### config.mk
export PLATFORM = sky130hd
export DESIGN_NAME = mcb_port
export DESIGN_NICKNAME = d
export VERILOG_FILES = /design/src/logic/mcb_pkg.sv /design/src/logic/mcb_sync.sv /design/src/logic/mcb_port.sv
export VERILOG_INCLUDE_DIRS = /design/src /design/src/logic
export SDC_FILE = /design/constraint.sdc
export NUM_CORES = 1
export LEC_CHECK = 0
export BUFFER_PORTS_ARGS = -buffer_cell sky130_fd_sc_hd__buf_2
export CAP_MARGIN = 25
export CORE_MARGIN = 3
export CORE_UTILIZATION = 25
export CTS_CLUSTER_DIAMETER = 100
export CTS_CLUSTER_SIZE = 10
export DETAILED_ROUTE_END_ITERATION = 10
export GPL_TIMING_DRIVEN = 0
export PLACE_DENSITY_LB_ADDON = 0.12
export SLEW_MARGIN = 25
export SYNTH_ARGS = -nofsm -noshare
export SYNTH_HDL_FRONTEND = slang
export SYNTH_SLANG_ARGS = --single-unit
### constraint.sdc
create_clock -name clk_in -period 2.3 [get_ports clk_in]
set_input_delay 0.23 -clock clk_in [delete_from_list [all_inputs] [get_ports clk_in]]
set_output_delay 0.23 -clock clk_in [all_outputs]
set_load 0.03 [all_outputs]
### src/logic/mcb_defines.svh
// constants for the multi-cycle channel bus port
//Contract
//- channel enable chains through every device in order
//- channel request only while incoming enable true
//- requesting immediately breaks the outgoing channel enable
//- channel request raised only on sync pulse
//- during channel grant drive word-count address
//- priority request only with enable; breaks chain
//- nearest device on the priority chain wins
//- priority request raised only on sync pulse
//- during priority grant drive trap address
//- system clear pulse returns all state initial; the code loads prev_sync from the synchronised sync level instead
//- inhibit stops current-address increment during transfers
//- write request asks for word from memory
//- read request offers a word to memory
//- program interrupt traps to location 000000
//- skip request returned during first control pulse
`ifndef MCB_DEFINES_SVH
`define MCB_DEFINES_SVH
`define MCB_DATA_W 18
`define MCB_ADDR_W 4
`define MCB_SYNC_STAGES 2
`define MCB_WC_ADDR 4'h6
`endif

### src/logic/mcb_pkg.sv
// types for the multi-cycle channel bus port
`include "mcb_defines.svh"
package mcb_pkg;
	// channel transfer sequence
	typedef enum logic [1:0] {
		CH_IDLE = 2'b00,
		CH_PEND = 2'b01,
		CH_REQ = 2'b10,
		CH_XFER = 2'b11
	} mcb_ch_state_t;
	// priority-interrupt sequence
	typedef enum logic [1:0] {
		PI_IDLE = 2'b00,
		PI_PEND = 2'b01,
		PI_REQ = 2'b10,
		PI_GRANT = 2'b11
	} mcb_pi_state_t;
	// bus levels arriving from the processor
	typedef struct packed {
		logic chan_en;
		logic chan_gr;
		logic prio_en;
		logic prio_gr;
		logic io_sync;
		logic sys_clr;
		logic pulse1;
		logic pulse2;
		logic pulse3;
		logic wc_oflo;
		logic [`MCB_DATA_W-1:0] data;
	} mcb_bus_in_t;
	// whole state of the port
	typedef struct packed {
		mcb_ch_state_t ch;
		mcb_pi_state_t pi;
		logic prev_sync;
		logic prev_p2;
		logic prev_p3;
		logic prev_oflo;
		logic seen2;
		logic seen3;
		logic ch_req_n;
		logic ch_en_out;
		logic pi_req_n;
		logic pi_en_out;
		logic rd_req_n;
		logic wr_req_n;
		logic inh_n;
		logic prog_int_n;
		logic skip_n;
		logic [`MCB_ADDR_W-1:0] addr;
		logic addr_oe;
		logic [`MCB_DATA_W-1:0] data;
		logic data_oe;
		logic [`MCB_DATA_W-1:0] rx;
		logic rx_valid;
		logic oflo_flag;
	} mcb_state_t;
	// initial state: all low-active bus lines released
	function automatic mcb_state_t mcb_init_state();
		mcb_state_t s;
		s = '0;
		s.ch_req_n = 1'b1;
		s.pi_req_n = 1'b1;
		s.rd_req_n = 1'b1;
		s.wr_req_n = 1'b1;
		s.inh_n = 1'b1;
		s.prog_int_n = 1'b1;
		s.skip_n = 1'b1;
		return s;
	endfunction : mcb_init_state
endpackage : mcb_pkg

### src/logic/mcb_sync.sv
// two-stage synchroniser for a group of levels
`timescale 1ns/1ps
module mcb_sync #(
	parameter int W = 1
) (
	input wire logic clk_in, // port clock
	input wire logic nrst_in, // async reset, active low
	input wire logic ce_in, // clock enable
	input wire logic [W-1:0] d_in, // asynchronous levels
	output logic [W-1:0] q_out // synchronised levels
);
	logic [W-1:0] meta; // first stage, read only by q_out
	// two flops; the first is never looked at by logic
	always_ff @(posedge clk_in or negedge nrst_in) begin
		if (!nrst_in) begin
			meta <= '0;
			q_out <= '0;
		end else if (ce_in) begin
			meta <= d_in;
			q_out <= meta;
		end
	end
endmodule : mcb_sync

### src/logic/mcb_port.sv
// device-side port logic for the multi-cycle channel bus
`timescale 1ns/1ps
`include "mcb_defines.svh"
module mcb_port #(
	parameter logic [`MCB_ADDR_W-1:0] WC_ADDR = `MCB_WC_ADDR
) (
	input wire logic clk_in, // 25 MHz port clock
	input wire logic nrst_in, // async reset, active low
	input wire logic ce_in, // clock enable, freezes all state
	input wire logic channel_chain_enable_in, // channel enable from upstream
	input wire logic channel_grant_in, // channel grant
	input wire logic prio_level_enable_in, // priority enable from upstream
	input wire logic prio_level_grant_in, // priority grant
	input wire logic io_sync_in, // processor sync pulse
	input wire logic system_clear_pulse_in, // bus-wide clear
	input wire logic control_pulse_first_in, // first control pulse
	input wire logic control_pulse_second_in, // second control pulse
	input wire logic control_pulse_third_in, // third control pulse
	input wire logic word_count_overflow_in, // word count overflow pulse
	input wire logic [`MCB_DATA_W-1:0] io_data_in, // bus data lines
	input wire logic xfer_start_in, // user: start one channel transfer
	input wire logic mode_read_in, // user: offer a word to memory
	input wire logic mode_write_in, // user: take a word from memory
	input wire logic inhibit_in, // user: hold current address
	input wire logic [`MCB_DATA_W-1:0] tx_data_in, // user: word to offer
	input wire logic prio_start_in, // user: post a priority request
	input wire logic [`MCB_ADDR_W-1:0] trap_addr_in, // user: trap address
	input wire logic oflo_to_prio_in, // user: overflow raises priority request
	input wire logic oflo_clear_in, // user: clear overflow flag
	input wire logic prog_int_in, // user: program interrupt level
	input wire logic selected_in, // user: device selected by test instr
	input wire logic skip_cond_in, // user: tested condition holds
	output logic channel_request_n_out, // channel request, active low
	output logic channel_chain_enable_out, // channel enable to downstream
	output logic prio_level_request_n_out, // priority request, active low
	output logic prio_level_enable_out, // priority enable to downstream
	output logic to_memory_request_n_out, // read request, active low
	output logic from_memory_request_n_out, // write request, active low
	output logic addr_increment_inhibit_n_out, // address inhibit, active low
	output logic program_interrupt_request_n_out, // program interrupt, low
	output logic skip_request_n_out, // skip request, active low
	output logic [`MCB_ADDR_W-1:0] io_addr_out, // address lines value
	output logic io_addr_oe_out, // address lines driven
	output logic [`MCB_DATA_W-1:0] io_data_out, // bus data value
	output logic io_data_oe_out, // bus data driven
	output logic [`MCB_DATA_W-1:0] rx_data_out, // word taken from memory
	output logic rx_valid_out, // one-cycle pulse with rx_data_out
	output logic oflo_flag_out // sticky overflow flag
);
	import mcb_pkg::*;
	mcb_bus_in_t raw; // pins gathered
	mcb_bus_in_t b; // pins after synchroniser
	mcb_state_t st; // registered state
	mcb_state_t next_st; // next state
	logic sync_edge; // rising edge of sync pulse
	logic oflo_edge; // rising edge of overflow pulse

	// gather pins into the carrier
	always_comb begin
		raw = '{chan_en: channel_chain_enable_in, chan_gr: channel_grant_in,
			prio_en: prio_level_enable_in, prio_gr: prio_level_grant_in,
			io_sync: io_sync_in, sys_clr: system_clear_pulse_in,
			pulse1: control_pulse_first_in, pulse2: control_pulse_second_in,
			pulse3: control_pulse_third_in, wc_oflo: word_count_overflow_in,
			data: io_data_in};
	end

	// every bus pin crosses two flops before use
	mcb_sync #(.W($bits(mcb_bus_in_t))) u_sync (
		.clk_in(clk_in),
		.nrst_in(nrst_in),
		.ce_in(ce_in),
		.d_in(raw),
		.q_out(b)
	);

	assign sync_edge = b.io_sync & ~st.prev_sync; // timing base
	assign oflo_edge = b.wc_oflo & ~st.prev_oflo;

	// next-state logic for the whole port
	always_comb begin
		next_st = st;
		next_st.prev_sync = b.io_sync;
		next_st.prev_p2 = b.pulse2;
		next_st.prev_p3 = b.pulse3;
		next_st.prev_oflo = b.wc_oflo;
		next_st.rx_valid = 1'b0;
		// overflow flag: a new pulse wins over a clear
		next_st.oflo_flag = (st.oflo_flag & ~oflo_clear_in) | oflo_edge;
		next_st.prog_int_n = ~(prog_int_in | (st.oflo_flag & ~oflo_to_prio_in));
		next_st.skip_n = ~(b.pulse1 & selected_in & skip_cond_in);
		// address lines stand only while a grant stands, even once the channel side is idle
		if (!b.chan_gr && st.addr_oe && st.pi != PI_GRANT) begin
			next_st.addr_oe = 1'b0;
		end
		// channel sequence
		case (st.ch)
			CH_IDLE: begin
				next_st.ch_en_out = b.chan_en; // pass enable on
				if (xfer_start_in) begin
					next_st.ch = CH_PEND;
				end
			end
			CH_PEND: begin
				next_st.ch_en_out = b.chan_en;
				if (sync_edge && b.chan_en) begin
					next_st.ch_req_n = 1'b0;
					next_st.ch_en_out = 1'b0; // cut off downstream
					next_st.ch = CH_REQ;
				end
			end
			CH_REQ: begin
				if (b.chan_gr) begin // grant taken
					next_st.ch_req_n = 1'b1;
					next_st.addr = WC_ADDR;
					next_st.addr_oe = 1'b1;
					next_st.inh_n = ~inhibit_in;
					next_st.rd_req_n = ~mode_read_in;
					next_st.wr_req_n = ~mode_write_in;
					next_st.seen2 = 1'b0;
					next_st.seen3 = 1'b0;
					next_st.ch = CH_XFER;
				end
			end
			default: begin
				// data word placed on the rising second pulse
				if (b.pulse2 && !st.prev_p2 && !st.rd_req_n) begin
					next_st.data = tx_data_in;
					next_st.data_oe = 1'b1;
					next_st.seen2 = 1'b1;
				end else if (!b.pulse2) begin
					next_st.data_oe = 1'b0;
				end
				if (b.pulse3 && !st.prev_p3 && !st.wr_req_n) begin
					next_st.rx = b.data;
					next_st.rx_valid = 1'b1;
					next_st.seen3 = 1'b1;
				end
				// both halves done, release requests, inhibit, data lines and chain enable
				if ((st.seen2 || st.rd_req_n) && (st.seen3 || st.wr_req_n) && !b.pulse2) begin
					next_st.rd_req_n = 1'b1;
					next_st.wr_req_n = 1'b1;
					next_st.inh_n = 1'b1;
					next_st.data_oe = 1'b0;
					next_st.ch_en_out = b.chan_en;
					next_st.ch = CH_IDLE;
				end
			end
		endcase
		// priority-interrupt sequence
		case (st.pi)
			PI_IDLE: begin
				next_st.pi_en_out = b.prio_en;
				if (prio_start_in || (oflo_edge && oflo_to_prio_in)) begin
					next_st.pi = PI_PEND;
				end
			end
			PI_PEND: begin
				next_st.pi_en_out = b.prio_en;
				if (sync_edge && b.prio_en) begin
					next_st.pi_req_n = 1'b0;
					next_st.pi_en_out = 1'b0;
					next_st.pi = PI_REQ;
				end
			end
			PI_REQ: begin
				if (b.prio_gr) begin
					next_st.pi_req_n = 1'b1;
					next_st.addr = trap_addr_in;
					next_st.addr_oe = 1'b1;
					next_st.pi = PI_GRANT;
				end
			end
			default: begin
				if (!b.prio_gr) begin
					next_st.addr_oe = 1'b0;
					next_st.pi_en_out = b.prio_en;
					next_st.pi = PI_IDLE;
				end
			end
		endcase
		// bus clear wins over everything
		if (b.sys_clr) begin
			next_st = mcb_init_state();
			next_st.prev_sync = b.io_sync;
		end
	end

	// state register, frozen while ce_in is low
	always_ff @(posedge clk_in or negedge nrst_in) begin
		if (!nrst_in) begin
			st <= mcb_init_state();
		end else if (ce_in) begin
			st <= next_st;
		end
	end

	// outputs straight from the state flops
	assign channel_request_n_out = st.ch_req_n;
	assign channel_chain_enable_out = st.ch_en_out;
	assign prio_level_request_n_out = st.pi_req_n;
	assign prio_level_enable_out = st.pi_en_out;
	assign to_memory_request_n_out = st.rd_req_n;
	assign from_memory_request_n_out = st.wr_req_n;
	assign addr_increment_inhibit_n_out = st.inh_n;
	assign program_interrupt_request_n_out = st.prog_int_n;
	assign skip_request_n_out = st.skip_n;
	assign io_addr_out = st.addr;
	assign io_addr_oe_out = st.addr_oe;
	assign io_data_out = st.data;
	assign io_data_oe_out = st.data_oe;
	assign rx_data_out = st.rx;
	assign rx_valid_out = st.rx_valid;
	assign oflo_flag_out = st.oflo_flag;

	// checks beside the logic
	ch_req_enable_a: assert property (@(posedge clk_in) disable iff (!nrst_in)
		$fell(st.ch_req_n) |-> $past(b.chan_en) && $past(sync_edge))
		else $error("channel request without enable or sync");
	ch_chain_cut_a: assert property (@(posedge clk_in) disable iff (!nrst_in)
		!st.ch_req_n |-> !st.ch_en_out)
		else $error("channel enable passed while requesting");
	pi_req_sync_a: assert property (@(posedge clk_in) disable iff (!nrst_in)
		$fell(st.pi_req_n) |-> $past(sync_edge))
		else $error("priority request off the sync pulse");
	pi_chain_cut_a: assert property (@(posedge clk_in) disable iff (!nrst_in)
		$fell(st.pi_req_n) |-> $past(b.prio_en) && !st.pi_en_out)
		else $error("priority request without enable or chain not cut");
	wc_addr_drive_a: assert property (@(posedge clk_in) disable iff (!nrst_in)
		(ce_in && st.ch == CH_REQ && b.chan_gr && !b.sys_clr) |=> st.addr_oe && st.addr == WC_ADDR)
		else $error("word count address not driven on grant");
	trap_addr_drive_a: assert property (@(posedge clk_in) disable iff (!nrst_in)
		(ce_in && st.pi == PI_REQ && b.prio_gr && !b.sys_clr)
		|=> st.addr_oe && st.addr == $past(trap_addr_in))
		else $error("trap address not driven on grant");
	sys_clear_a: assert property (@(posedge clk_in) disable iff (!nrst_in)
		(ce_in && b.sys_clr) |=> st.ch == CH_IDLE && st.pi == PI_IDLE && st.ch_req_n && !st.addr_oe)
		else $error("clear pulse did not reset port");
	rdwr_in_xfer_a: assert property (@(posedge clk_in) disable iff (!nrst_in)
		(!st.rd_req_n || !st.wr_req_n || !st.inh_n) |-> st.ch == CH_XFER)
		else $error("transfer request outside transfer");
	skip_pulse_a: assert property (@(posedge clk_in) disable iff (!nrst_in)
		!st.skip_n |-> $past(b.pulse1) && $past(skip_cond_in))
		else $error("skip request outside first control pulse");
	release_done_a: assert property (@(posedge clk_in) disable iff (!nrst_in)
		(st.ch == CH_IDLE && $past(st.ch) == CH_XFER)
		|-> st.ch_req_n && st.rd_req_n && st.wr_req_n && st.inh_n)
		else $error("transfer ended without releasing lines");
endmodule : mcb_port

==> results of run 1 <==
-- power breakdown --
group	internal (W)	leakage (nW)	switching, W	total (W)
Clock	0.00171	0.280	0.000896	0.00261
Sequential	0.00244	1.49	0.000228	0.00267
Combinational	0.000740	1.52	0.00100	0.00174
Total	0.00489	3.29	0.00213	0.00702
-- cells by family after synthesis --
| kind of cell | Yosys count |
|---|---|
| fa+ha+maj | 8 |
| buf+inv | 76 |
| mux | 63 |
| simple gates | 90 |
| flops | 119 |
| compound gates | 91 |
-- cell usage after synthesis (2+ instances only) --
cell type  instances  area [sq um]
mux2i_1            4          40.0
ha_1               8           100
buf_2             12          60.1
nor2b_1            5          31.3
and2_1             2          12.5
a32oi_1            4          35.0
nand2b_1           2          12.5
a31oi_1            5          31.3
o21a_1             4          30.0
o2bb2ai_1          4          35.0
nor3_1             2          10.0
a31o_2             2          17.5
inv_1             12          45.0
nand2_1           45           169
mux2_2            59           664
nand3_1            2          10.0
o21ai_2            2          17.5
nor3b_1            3          22.5
o211ai_1           2          15.0
and4_1             2          17.5
nand3b_1           3          22.5
a21oi_1            9          45.0
buf_6              4          45.0
nor3b_2            2          25.0
a22o_1            18           158
a21o_1             3          22.5
clkbuf_1           4          15.0
a311oi_4           2          52.6
dfstp_2            7           184
nor2_1            15          56.3
o21ai_0           28           140
dfrtp_1          112          2800
buf_4             41           308
inv_2              2          7.51
-- sequential cells by signal, indices dropped and copies added (netlist names), 4 cells and up --
signal,flops
rx_data_out,18
st,10
io_data_out,18
u_sync.meta,28
io_addr_out,4
u_sync.q_out,28
-- final cells by class --
cell class	count	area, sq um	share of cell area (%)
multi-input combinational	252	1910	27.6
sequential	119	2990	43.1
clock buffer	29	510	7.37
tap	275	344	4.97
antenna	1	2.50	0.0361
buffer	62	432	6.23
clock inverter	3	65.1	0.939
inverter	14	52.6	0.759
timing repair buffer	116	618	8.93
-- worst paths after layout --
| path | endpoint | slack, ns |
|---|---|---|
| max | io_data_out[12] | 0.35 |
| min | u_sync.meta[9] | 0.05 |
| max reg2reg | io_data_out[12] | 0.35 |
| min reg2reg | channel_request_n_out | 0.46 |
| max in group asynchronous | u_sync.meta[13] | 1.30 |
| min in group asynchronous | io_data_out[0] | 0.28 |
-- routing by layer --
layer | share of wire, % | wire length [microns] | global-route usage (%) | up-vias
li1 | - | - | - | 1801
met1 | 47 | 6310 | 15.1 | 1860
met2 | 47 | 6350 | 18.4 | 70
met3 | 4.6 | 619 | 3.92 | 15
met4 | 1.3 | 175 | 4.20 | 2
met5 | 0.14 | 19 | 0 | -
-- through the flow --
step | cell area, sq um | util [%] | power (W) | hold WS (ns)
global route | 6930 | 32.8 | 0.00743 | 0.0321
CTS | 6920 | 32.8 | 0.00714 | 0.0274
global placement | 6300 | 29.9 | 0.00442 | 0.459
finish | 6930 | 32.8 | 0.00702 | 0.0515
detailed placement | 6340 | 30.1 | 0.00447 | 0.127
floorplan | 5390 | - | 0.00394 | -0.0656
==> flow_metrics.env, run 1 <==
export IMPL_place_ws_ns=0.325
export IMPL_yosys_area_share_simple_pct=8.22
export IMPL_status="complete, no violations"
export IMPL_num_rows=53
export IMPL_grt_pass1_wl_mm=21.6
export IMPL_min_period_ns=1.95
export IMPL_relSlewSlack_pct=63.3
export IMPL_layout_commonest_cell="buf_2"
export IMPL_yosysSeqAreaShare_pct=55.5
export IMPL_grt_setup_unrepaired="no"
export IMPL_antenna_found_initial=2
export IMPL_powerDensity_nw_per_um2=1010
export IMPL_worst_slew_pin_transition_ns=0.550
export IMPL_synthToLayoutAreaGrowth_pct=28.6
export IMPL_finClkSkew_ns=0.00756
export IMPL_die_y_microns=153
export IMPL_io_pins=116
export IMPL_fin_setup_tns_ns=0
export IMPL_clock_sinks=119
export IMPL_dp_cells=837
export IMPL_dr_pass1_iters=5
export IMPL_drcViolationCount=0
export IMPL_worst_path_max_fanout=10
export IMPL_irDropWorstVdd_v=0.000480
export IMPL_start_util_pct=25.5
export IMPL_period_share_pct=84.9
export IMPL_place_gp_congestion=0.720
export IMPL_synth_area_per_cell_sq_um=12.0
export IMPL_clkTransAtPathRegs_ns=0.05
export IMPL_final_max_slew_viol_count=0
export IMPL_finalWirelength_mm=13.5
export IMPL_worstReg2RegStart="st[61]"
export IMPL_path_buf_inv=1
export IMPL_dp_hpwl_mm=9.40
export IMPL_synth_fa_ha_area_share_pct=1.86
export IMPL_whs_path_depth=2
export IMPL_layout_setup_ws_ns=0.347
export IMPL_avgViaCountPerCell=4.30
export IMPL_drv_cap=0
export IMPL_max_stage_delay_ns=0.41
export IMPL_synth_edff_count=0
export IMPL_cpMaxStageDelayCell="dfrtp_1"
export IMPL_rr_worst_depth=5
export IMPL_grt_ovfl_total=0
export IMPL_final_setup_viol_count=0
export IMPL_hold_start="io_data_in[9]"
export IMPL_fin_nets=653
export IMPL_htree_levels=4
export IMPL_grt_max_degree=85
export IMPL_ys_seq_elements=119
export IMPL_cts_tree="yes"
export IMPL_synthArstFlopShare_pct=100
export IMPL_worst_setup_path_end_kind="flop"
export IMPL_synth_compound_area_share_pct=12.4
export IMPL_hp_class="in -> reg"
export IMPL_start_kind="flop"
export IMPL_fmax_mhz=512
export IMPL_cp_depth=5
export IMPL_cts_inserted_buffers=17
export IMPL_cts_resized=0
export IMPL_final_cell_mix="125 x buf_2, 112 x dfrtp_1, 59 x mux2_2"
export IMPL_synth_xor_area_share_pct=0
export IMPL_wl_per_cell_microns=15.5
export IMPL_path_class="reg -> reg"
export IMPL_die_w_microns=153
export IMPL_hold_viol_final=0
export IMPL_holdBufCountCts=1
export IMPL_path_cells="ha_1 > and4bb_2 > o21ai_2 > clkbuf_1 > o21ai_0"
export IMPL_clk_latency_ns=0.41
export IMPL_core_sq_um=21100
export IMPL_drtIter0Drc=114
export IMPL_postRouteAntennaNets=0
export IMPL_synth_cells=447
export IMPL_vias=3748
export IMPL_ys_warn_count=0
export IMPL_postCtsSetupRepairBufs=0
export IMPL_syn_nets=518
export IMPL_grt_usage_pct=11.7
export IMPL_worstPathArrival_ns=2.23
export IMPL_fillers=2215
export IMPL_ys_flop_type="dfrtp_1"
export IMPL_die_area_sq_um=23300
export IMPL_root_buffer="clkbuf_16"
export IMPL_startpoint="st[61]"
export IMPL_cp_top_family="compound AO/OA/AOI/OAI gates"
export IMPL_cellLeakagePower_nw=3.29
export IMPL_synthMuxAreaShare_pct=13.1
export IMPL_layout_drive_gt1_share_pct=46.1
export IMPL_synth_top_family_by_area="multiplexers"
export IMPL_cts_buffer_depth=2
export IMPL_io_buffer_count=114
export IMPL_required_ns=2.57
export IMPL_netlist_area_sq_um=5390
export IMPL_synth_cell_type_count=50
export IMPL_fin_cells=871
export IMPL_grt_pass1_vias=3945
No activity file was read; power rests on OpenSTA's default activity.
==> run 2: changes to the inputs <==
Clock period 2.3 ns to 1.9 ns, I/O delays scaled along.
==> run 2 against run 1 <==
- sequential share of layout area shrank 1.4 points
- largest power group unchanged
- hold slack got worse by 0.035 ns
- via count increased by 2.3%
- core utilization rose by 1.1 points
- critical path type unchanged
- clock power increased by 21%
- routed wire length is 0.84% higher
- clock skew about the same
==> flow_metrics.env, run 2 (synthesized netlist as in run 1, its figures left out) <==
export IMPL_avgViaCountPerCell=4.30
export IMPL_drcViolationCount=0
export IMPL_hold_start="io_data_in[7]"
export IMPL_required_ns=2.18
export IMPL_path_cells="inv_2 > ha_2 > buf_6 > nor3b_4 > a311oi_4 > nor2_1 > or3_4"
export IMPL_antenna_found_initial=0
export IMPL_cellLeakagePower_nw=3.39
export IMPL_clock_sinks=119
export IMPL_htree_levels=4
export IMPL_grt_pass1_vias=3975
export IMPL_wl_per_cell_microns=15.3
export IMPL_grt_pass1_wl_mm=21.7
export IMPL_placed_area_sq_um=6340
export IMPL_reg2reg_to="st[62]"
export IMPL_grt_ovfl_total=0
export IMPL_min_to="u_sync.meta[7]"
export IMPL_fin_setup_tns_ns=0
export IMPL_layout_drive_gt1_share_pct=46.3
export IMPL_antenna_cells=0
export IMPL_grt_usage_pct=11.7
export IMPL_path_class="reg -> reg"
export IMPL_num_rows=53
export IMPL_irDropWorstVdd_v=0.000585
export IMPL_cpMaxStageDelayCell="dfrtp_1"
export IMPL_start_util_pct=25.5
export IMPL_powerDensity_nw_per_um2=1210
export IMPL_cts_buffer_depth=2
export IMPL_final_setup_viol_count=0
export IMPL_clk_latency_ns=0.41
export IMPL_finClkSkew_ns=0.00754
export IMPL_reg_top3="u_sync.meta (28), u_sync.q_out (28)"
export IMPL_layout_commonest_cell="buf_2"
export IMPL_final_cell_mix="124 x buf_2, 112 x dfrtp_1, 59 x mux2_2"
export IMPL_fmax_mhz=528
export IMPL_relSlewSlack_pct=62.8
export IMPL_die_y_microns=153
export IMPL_root_buffer="clkbuf_16"
export IMPL_worst_path_max_fanout=8
export IMPL_period_share_pct=99.6
export IMPL_hp_class="in -> reg"
export IMPL_worst_setup_path_end_kind="flop"
export IMPL_start_kind="flop"
export IMPL_rr_worst_depth=7
export IMPL_cts_tree="yes"
export IMPL_multi_input_area_sq_um=1940
export IMPL_fillers=2204
export IMPL_cts_inserted_buffers=17
export IMPL_postRouteAntennaNets=0
export IMPL_grt_setup_unrepaired="yes"
export IMPL_max_stage_delay_ns=0.39
export IMPL_dp_hpwl_mm=9.40
export IMPL_dr_pass1_iters=5
export IMPL_io_buffer_count=114
export IMPL_drtIter0Drc=104
export IMPL_rrSetupSlack_ns=0.007
export IMPL_whs_path_depth=2
export IMPL_vias=3833
export IMPL_grt_max_degree=85
export IMPL_die_w_microns=153
export IMPL_synthToLayoutAreaGrowth_pct=32.8
export IMPL_worst_slew_pin_transition_ns=0.557
export IMPL_min_period_ns=1.89
export IMPL_die_area_sq_um=23300
export IMPL_regArea_sq_um=2990
export IMPL_stdcell_area_sq_um=7150
export IMPL_final_max_slew_viol_count=0
export IMPL_fin_nets=674
export IMPL_worstReg2RegStart="st[61]"
export IMPL_status="complete, no violations"
export IMPL_drv_cap=0
export IMPL_place_gp_congestion=0.720
export IMPL_core_sq_um=21100
export IMPL_clkTransAtPathRegs_ns=0.06
export IMPL_hold_viol_final=0
export IMPL_finalWirelength_mm=13.6
export IMPL_worstPathArrival_ns=2.18
export IMPL_io_pins=116
run 2: routing by layer:
| metal | track usage, % | part of all wire [%] |
|---|---|---|
| met4 | 4.20 | 1.2 |
| met5 | 0 | 0 |
| met1 | 15.3 | 47 |
| met2 | 18.4 | 48 |
| met3 | 3.72 | 4.5 |
run 2: worst max path at each step:
| stage | from | to | slack, ns | cells past startpoint |
|---|---|---|---|---|
| after floorplan | st[61] | st[62] | 0.15 | 7 |
| after global placement | nrst_in | u_sync.meta[17] | -1.02 | 1 |
| after detailed placement | st[61] | io_data_out[12] | -0.08 | 5 |
| after CTS | st[61] | rx_data_out[14] | 0.005 | 7 |
| after global routing | st[61] | st[62] | -0.05 | 7 |
| final | st[61] | st[62] | 0.007 | 7 |
run 2: area by class of cell:
cell class	instances	share of cell area, %
buffer	62	6.11
clock buffer	29	7.14
clock inverter	3	0.910
inverter	14	0.735
multi-input combinational	252	27.1
sequential	119	41.8
tap	275	4.81
timing repair buffer	137	11.4
run 2: timing repair:
| action | CTS | global route |
|---|---|---|
| gates resized for setup | 1 | 8 |
| setup endpoints to repair | 11 | 30 |
| hold endpoints to repair | 50 | 1 |
| hold buffers | 16 | 1 |
| pin swaps | 1 | 3 |
| buffers inserted | 0 | 5 |
run 2: report_power, final:
part / total [W] / switching (W) / internal, W
combinational: 0.00223 / 0.00125 / 0.000990
clock: 0.00316 / 0.00109 / 0.00207
sequential: 0.00324 / 0.000280 / 0.00296
run 2: critical path: cells and delay by family, from the launching register on:
family,cells,cell delay (ns)
AOI/OAI and AO/OA,1,0.37
adders and majority gates,1,0.18
buffers and inverters,2,0.19
DFF,1,0.39
and+or+nand+nor,3,0.65
run 2: stage by stage:
step           std cells  hold WS [ns]  setup WS [ns]  total power, W  util, %
4_1_cts              885      0.000385        0.00516         0.00867     33.5
2_1_floorplan        447        -0.106          0.150         0.00477        -
3_3_place_gp         836         0.423          -1.02         0.00535     29.9
6_report             891        0.0162        0.00699         0.00863     33.9
3_5_place_dp         837        0.0869        -0.0753         0.00542     30.1
5_1_grt              891       0.00435        -0.0547         0.00912     33.9
==> run 3: changes to the inputs <==
Settings changed: CORE_MARGIN 3 to 4, PLACE_DENSITY from default to 0.52, PLACE_DENSITY_LB_ADDON 0.12 to default.
==> run 3 against run 2 <==
- via count rose by 0.73%
- global-route usage fell by 0.41 points
- cell count is the same
- critical path type unchanged
- largest power group unchanged
==> flow_metrics.env, run 3 (synthesized netlist as in run 1, its figures left out) <==
export IMPL_status="complete, no violations"
export IMPL_grt_ovfl_total=0
export IMPL_worstPathArrival_ns=2.15
export IMPL_drtIter0Drc=139
export IMPL_avgViaCountPerCell=4.33
export IMPL_powerDensity_nw_per_um2=1210
export IMPL_io_pins=116
export IMPL_root_buffer="clkbuf_16"
export IMPL_cts_inserted_buffers=17
export IMPL_irDropWorstVdd_v=0.000596
export IMPL_cts_buffer_depth=2
export IMPL_die_w_microns=155
export IMPL_die_y_microns=155
export IMPL_fin_util_pct=34.0
export IMPL_cts_tree="yes"
export IMPL_wl_per_cell_microns=14.7
export IMPL_drv_cap=0
export IMPL_hp_class="in -> reg"
export IMPL_layout_drive_gt1_share_pct=47.2
export IMPL_worst_setup_path_end_kind="flop"
export IMPL_relSlewSlack_pct=61.4
export IMPL_fmax_mhz=535
export IMPL_clk_latency_ns=0.41
export IMPL_cellLeakagePower_nw=3.39
export IMPL_clock_sinks=119
export IMPL_period_share_pct=98.3
export IMPL_required_ns=2.18
export IMPL_finClkSkew_ns=0.00583
export IMPL_htree_levels=4
export IMPL_vias=3861
export IMPL_core_sq_um=21100
export IMPL_grt_max_degree=87
export IMPL_dr_pass1_iters=4
export IMPL_regArea_sq_um=2990
export IMPL_final_setup_viol_count=0
export IMPL_fin_nets=674
export IMPL_place_ws_ns=-0.0563
export IMPL_layout_commonest_cell="buf_2"
export IMPL_min_period_ns=1.87
export IMPL_start_util_pct=25.5
export IMPL_dp_hpwl_mm=9.41
export IMPL_start_kind="flop"
export IMPL_reg_top3="u_sync.meta (28), u_sync.q_out (28)"
export IMPL_place_gp_congestion=0.743
export IMPL_grt_pass1_wl_mm=21.6
export IMPL_final_cell_mix="124 x buf_2, 111 x dfrtp_1, 59 x mux2_2"
export IMPL_synthToLayoutAreaGrowth_pct=33.2
export IMPL_final_max_slew_viol_count=0
export IMPL_hold_viol_final=0
export IMPL_postRouteAntennaNets=0
export IMPL_io_buffer_count=114
export IMPL_multi_input_area_sq_um=1950
export IMPL_antenna_found_initial=0
export IMPL_placed_area_sq_um=6340
export IMPL_worst_slew_pin_transition_ns=0.578
export IMPL_stdcell_area_sq_um=7170
export IMPL_drcViolationCount=0
export IMPL_path_class="reg -> reg"
export IMPL_finalWirelength_mm=13.1
export IMPL_grt_usage_pct=11.3
export IMPL_die_area_sq_um=24000
export IMPL_num_rows=53
export IMPL_fillers=2152
export IMPL_grt_setup_unrepaired="yes"
export IMPL_layout_setup_ws_ns=0.0317
export IMPL_grt_pass1_vias=4133
export IMPL_worst_path_max_fanout=7
export IMPL_clkTransAtPathRegs_ns=0.05
[run 3: layer usage]
| layer | track usage [%] | vias to the layer above | part of all wire [%] |
|---|---|---|---|
| li1 | - | 1845 | - |
| met1 | 14.2 | 1906 | 45 |
| met2 | 19.0 | 97 | 49 |
| met3 | 3.67 | 13 | 4.9 |
| met4 | 2.90 | 0 | 0.97 |
| met5 | 0 | - | 0 |
[run 3: worst max-delay path, stage by stage, from the launching register on]
cell and delay [ns]:
dfrtp_1 0.41, inv_2 0.08, ha_4 0.15, buf_6 0.12
nor3b_4 0.15, a311oi_4 0.34, nor2_1 0.10, or3_4 0.39
[run 3: what timing repair did]
| action | 4_1_cts | 5_1_grt |
|---|---|---|
| gates resized for setup | 1 | 11 |
| pin swaps | 1 | 4 |
| endpoints found under the hold margin | 49 | 0 |
| hold buffers | 17 | 0 |
| setup buffers | 0 | 5 |
| setup endpoints to repair | 11 | 28 |
[run 3: area by class of cell]
| cell class | count | share of cell area (%) |
|---|---|---|
| Multi-Input combinational cell | 252 | 27.2 |
| Timing Repair Buffer | 137 | 11.4 |
| Tap cell | 275 | 4.80 |
| Inverter | 14 | 0.733 |
| Buffer | 62 | 6.09 |
| Clock buffer | 24 | 6.86 |
| Sequential cell | 119 | 41.7 |
| Clock inverter | 7 | 1.31 |
| Antenna cell | 1 | 0.0349 |
[run 3: stage by stage]
stage	total power [W]	setup TNS [ns]	hold WS (ns)	std cells
after CTS	0.00866	0	0.0000432	885
final	0.00864	0	0.0200	891
after global placement	0.00533	-102.75	0.423	836
after floorplan	0.00477	0	-0.106	447
after global routing	0.00918	-0.0314	0.00416	890
after detailed placement	0.00541	-0.466	0.0820	837
[run 3: report_power, final]
part	switching, W	total [W]	internal, W
clock	0.00110	0.00316	0.00206
combinational	0.00126	0.00224	0.000988
sequential	0.000282	0.00324	0.00296
total	0.00264	0.00864	0.00601
[run 3: worst paths after layout]
check	slack, ns	depth (start not counted)	end	start
max	0.03	7	st[62]	st[61]
max reg2reg	0.03	7	st[62]	st[61]
min in group asynchronous	0.26	2	io_addr_out[2]	nrst_in
min	0.02	2	u_sync.meta[6]	io_data_in[6]
max in group asynchronous	0.89	3	to_memory_request_n_out	nrst_in
min reg2reg	0.48	2	io_data_out[11]	io_data_out[11]
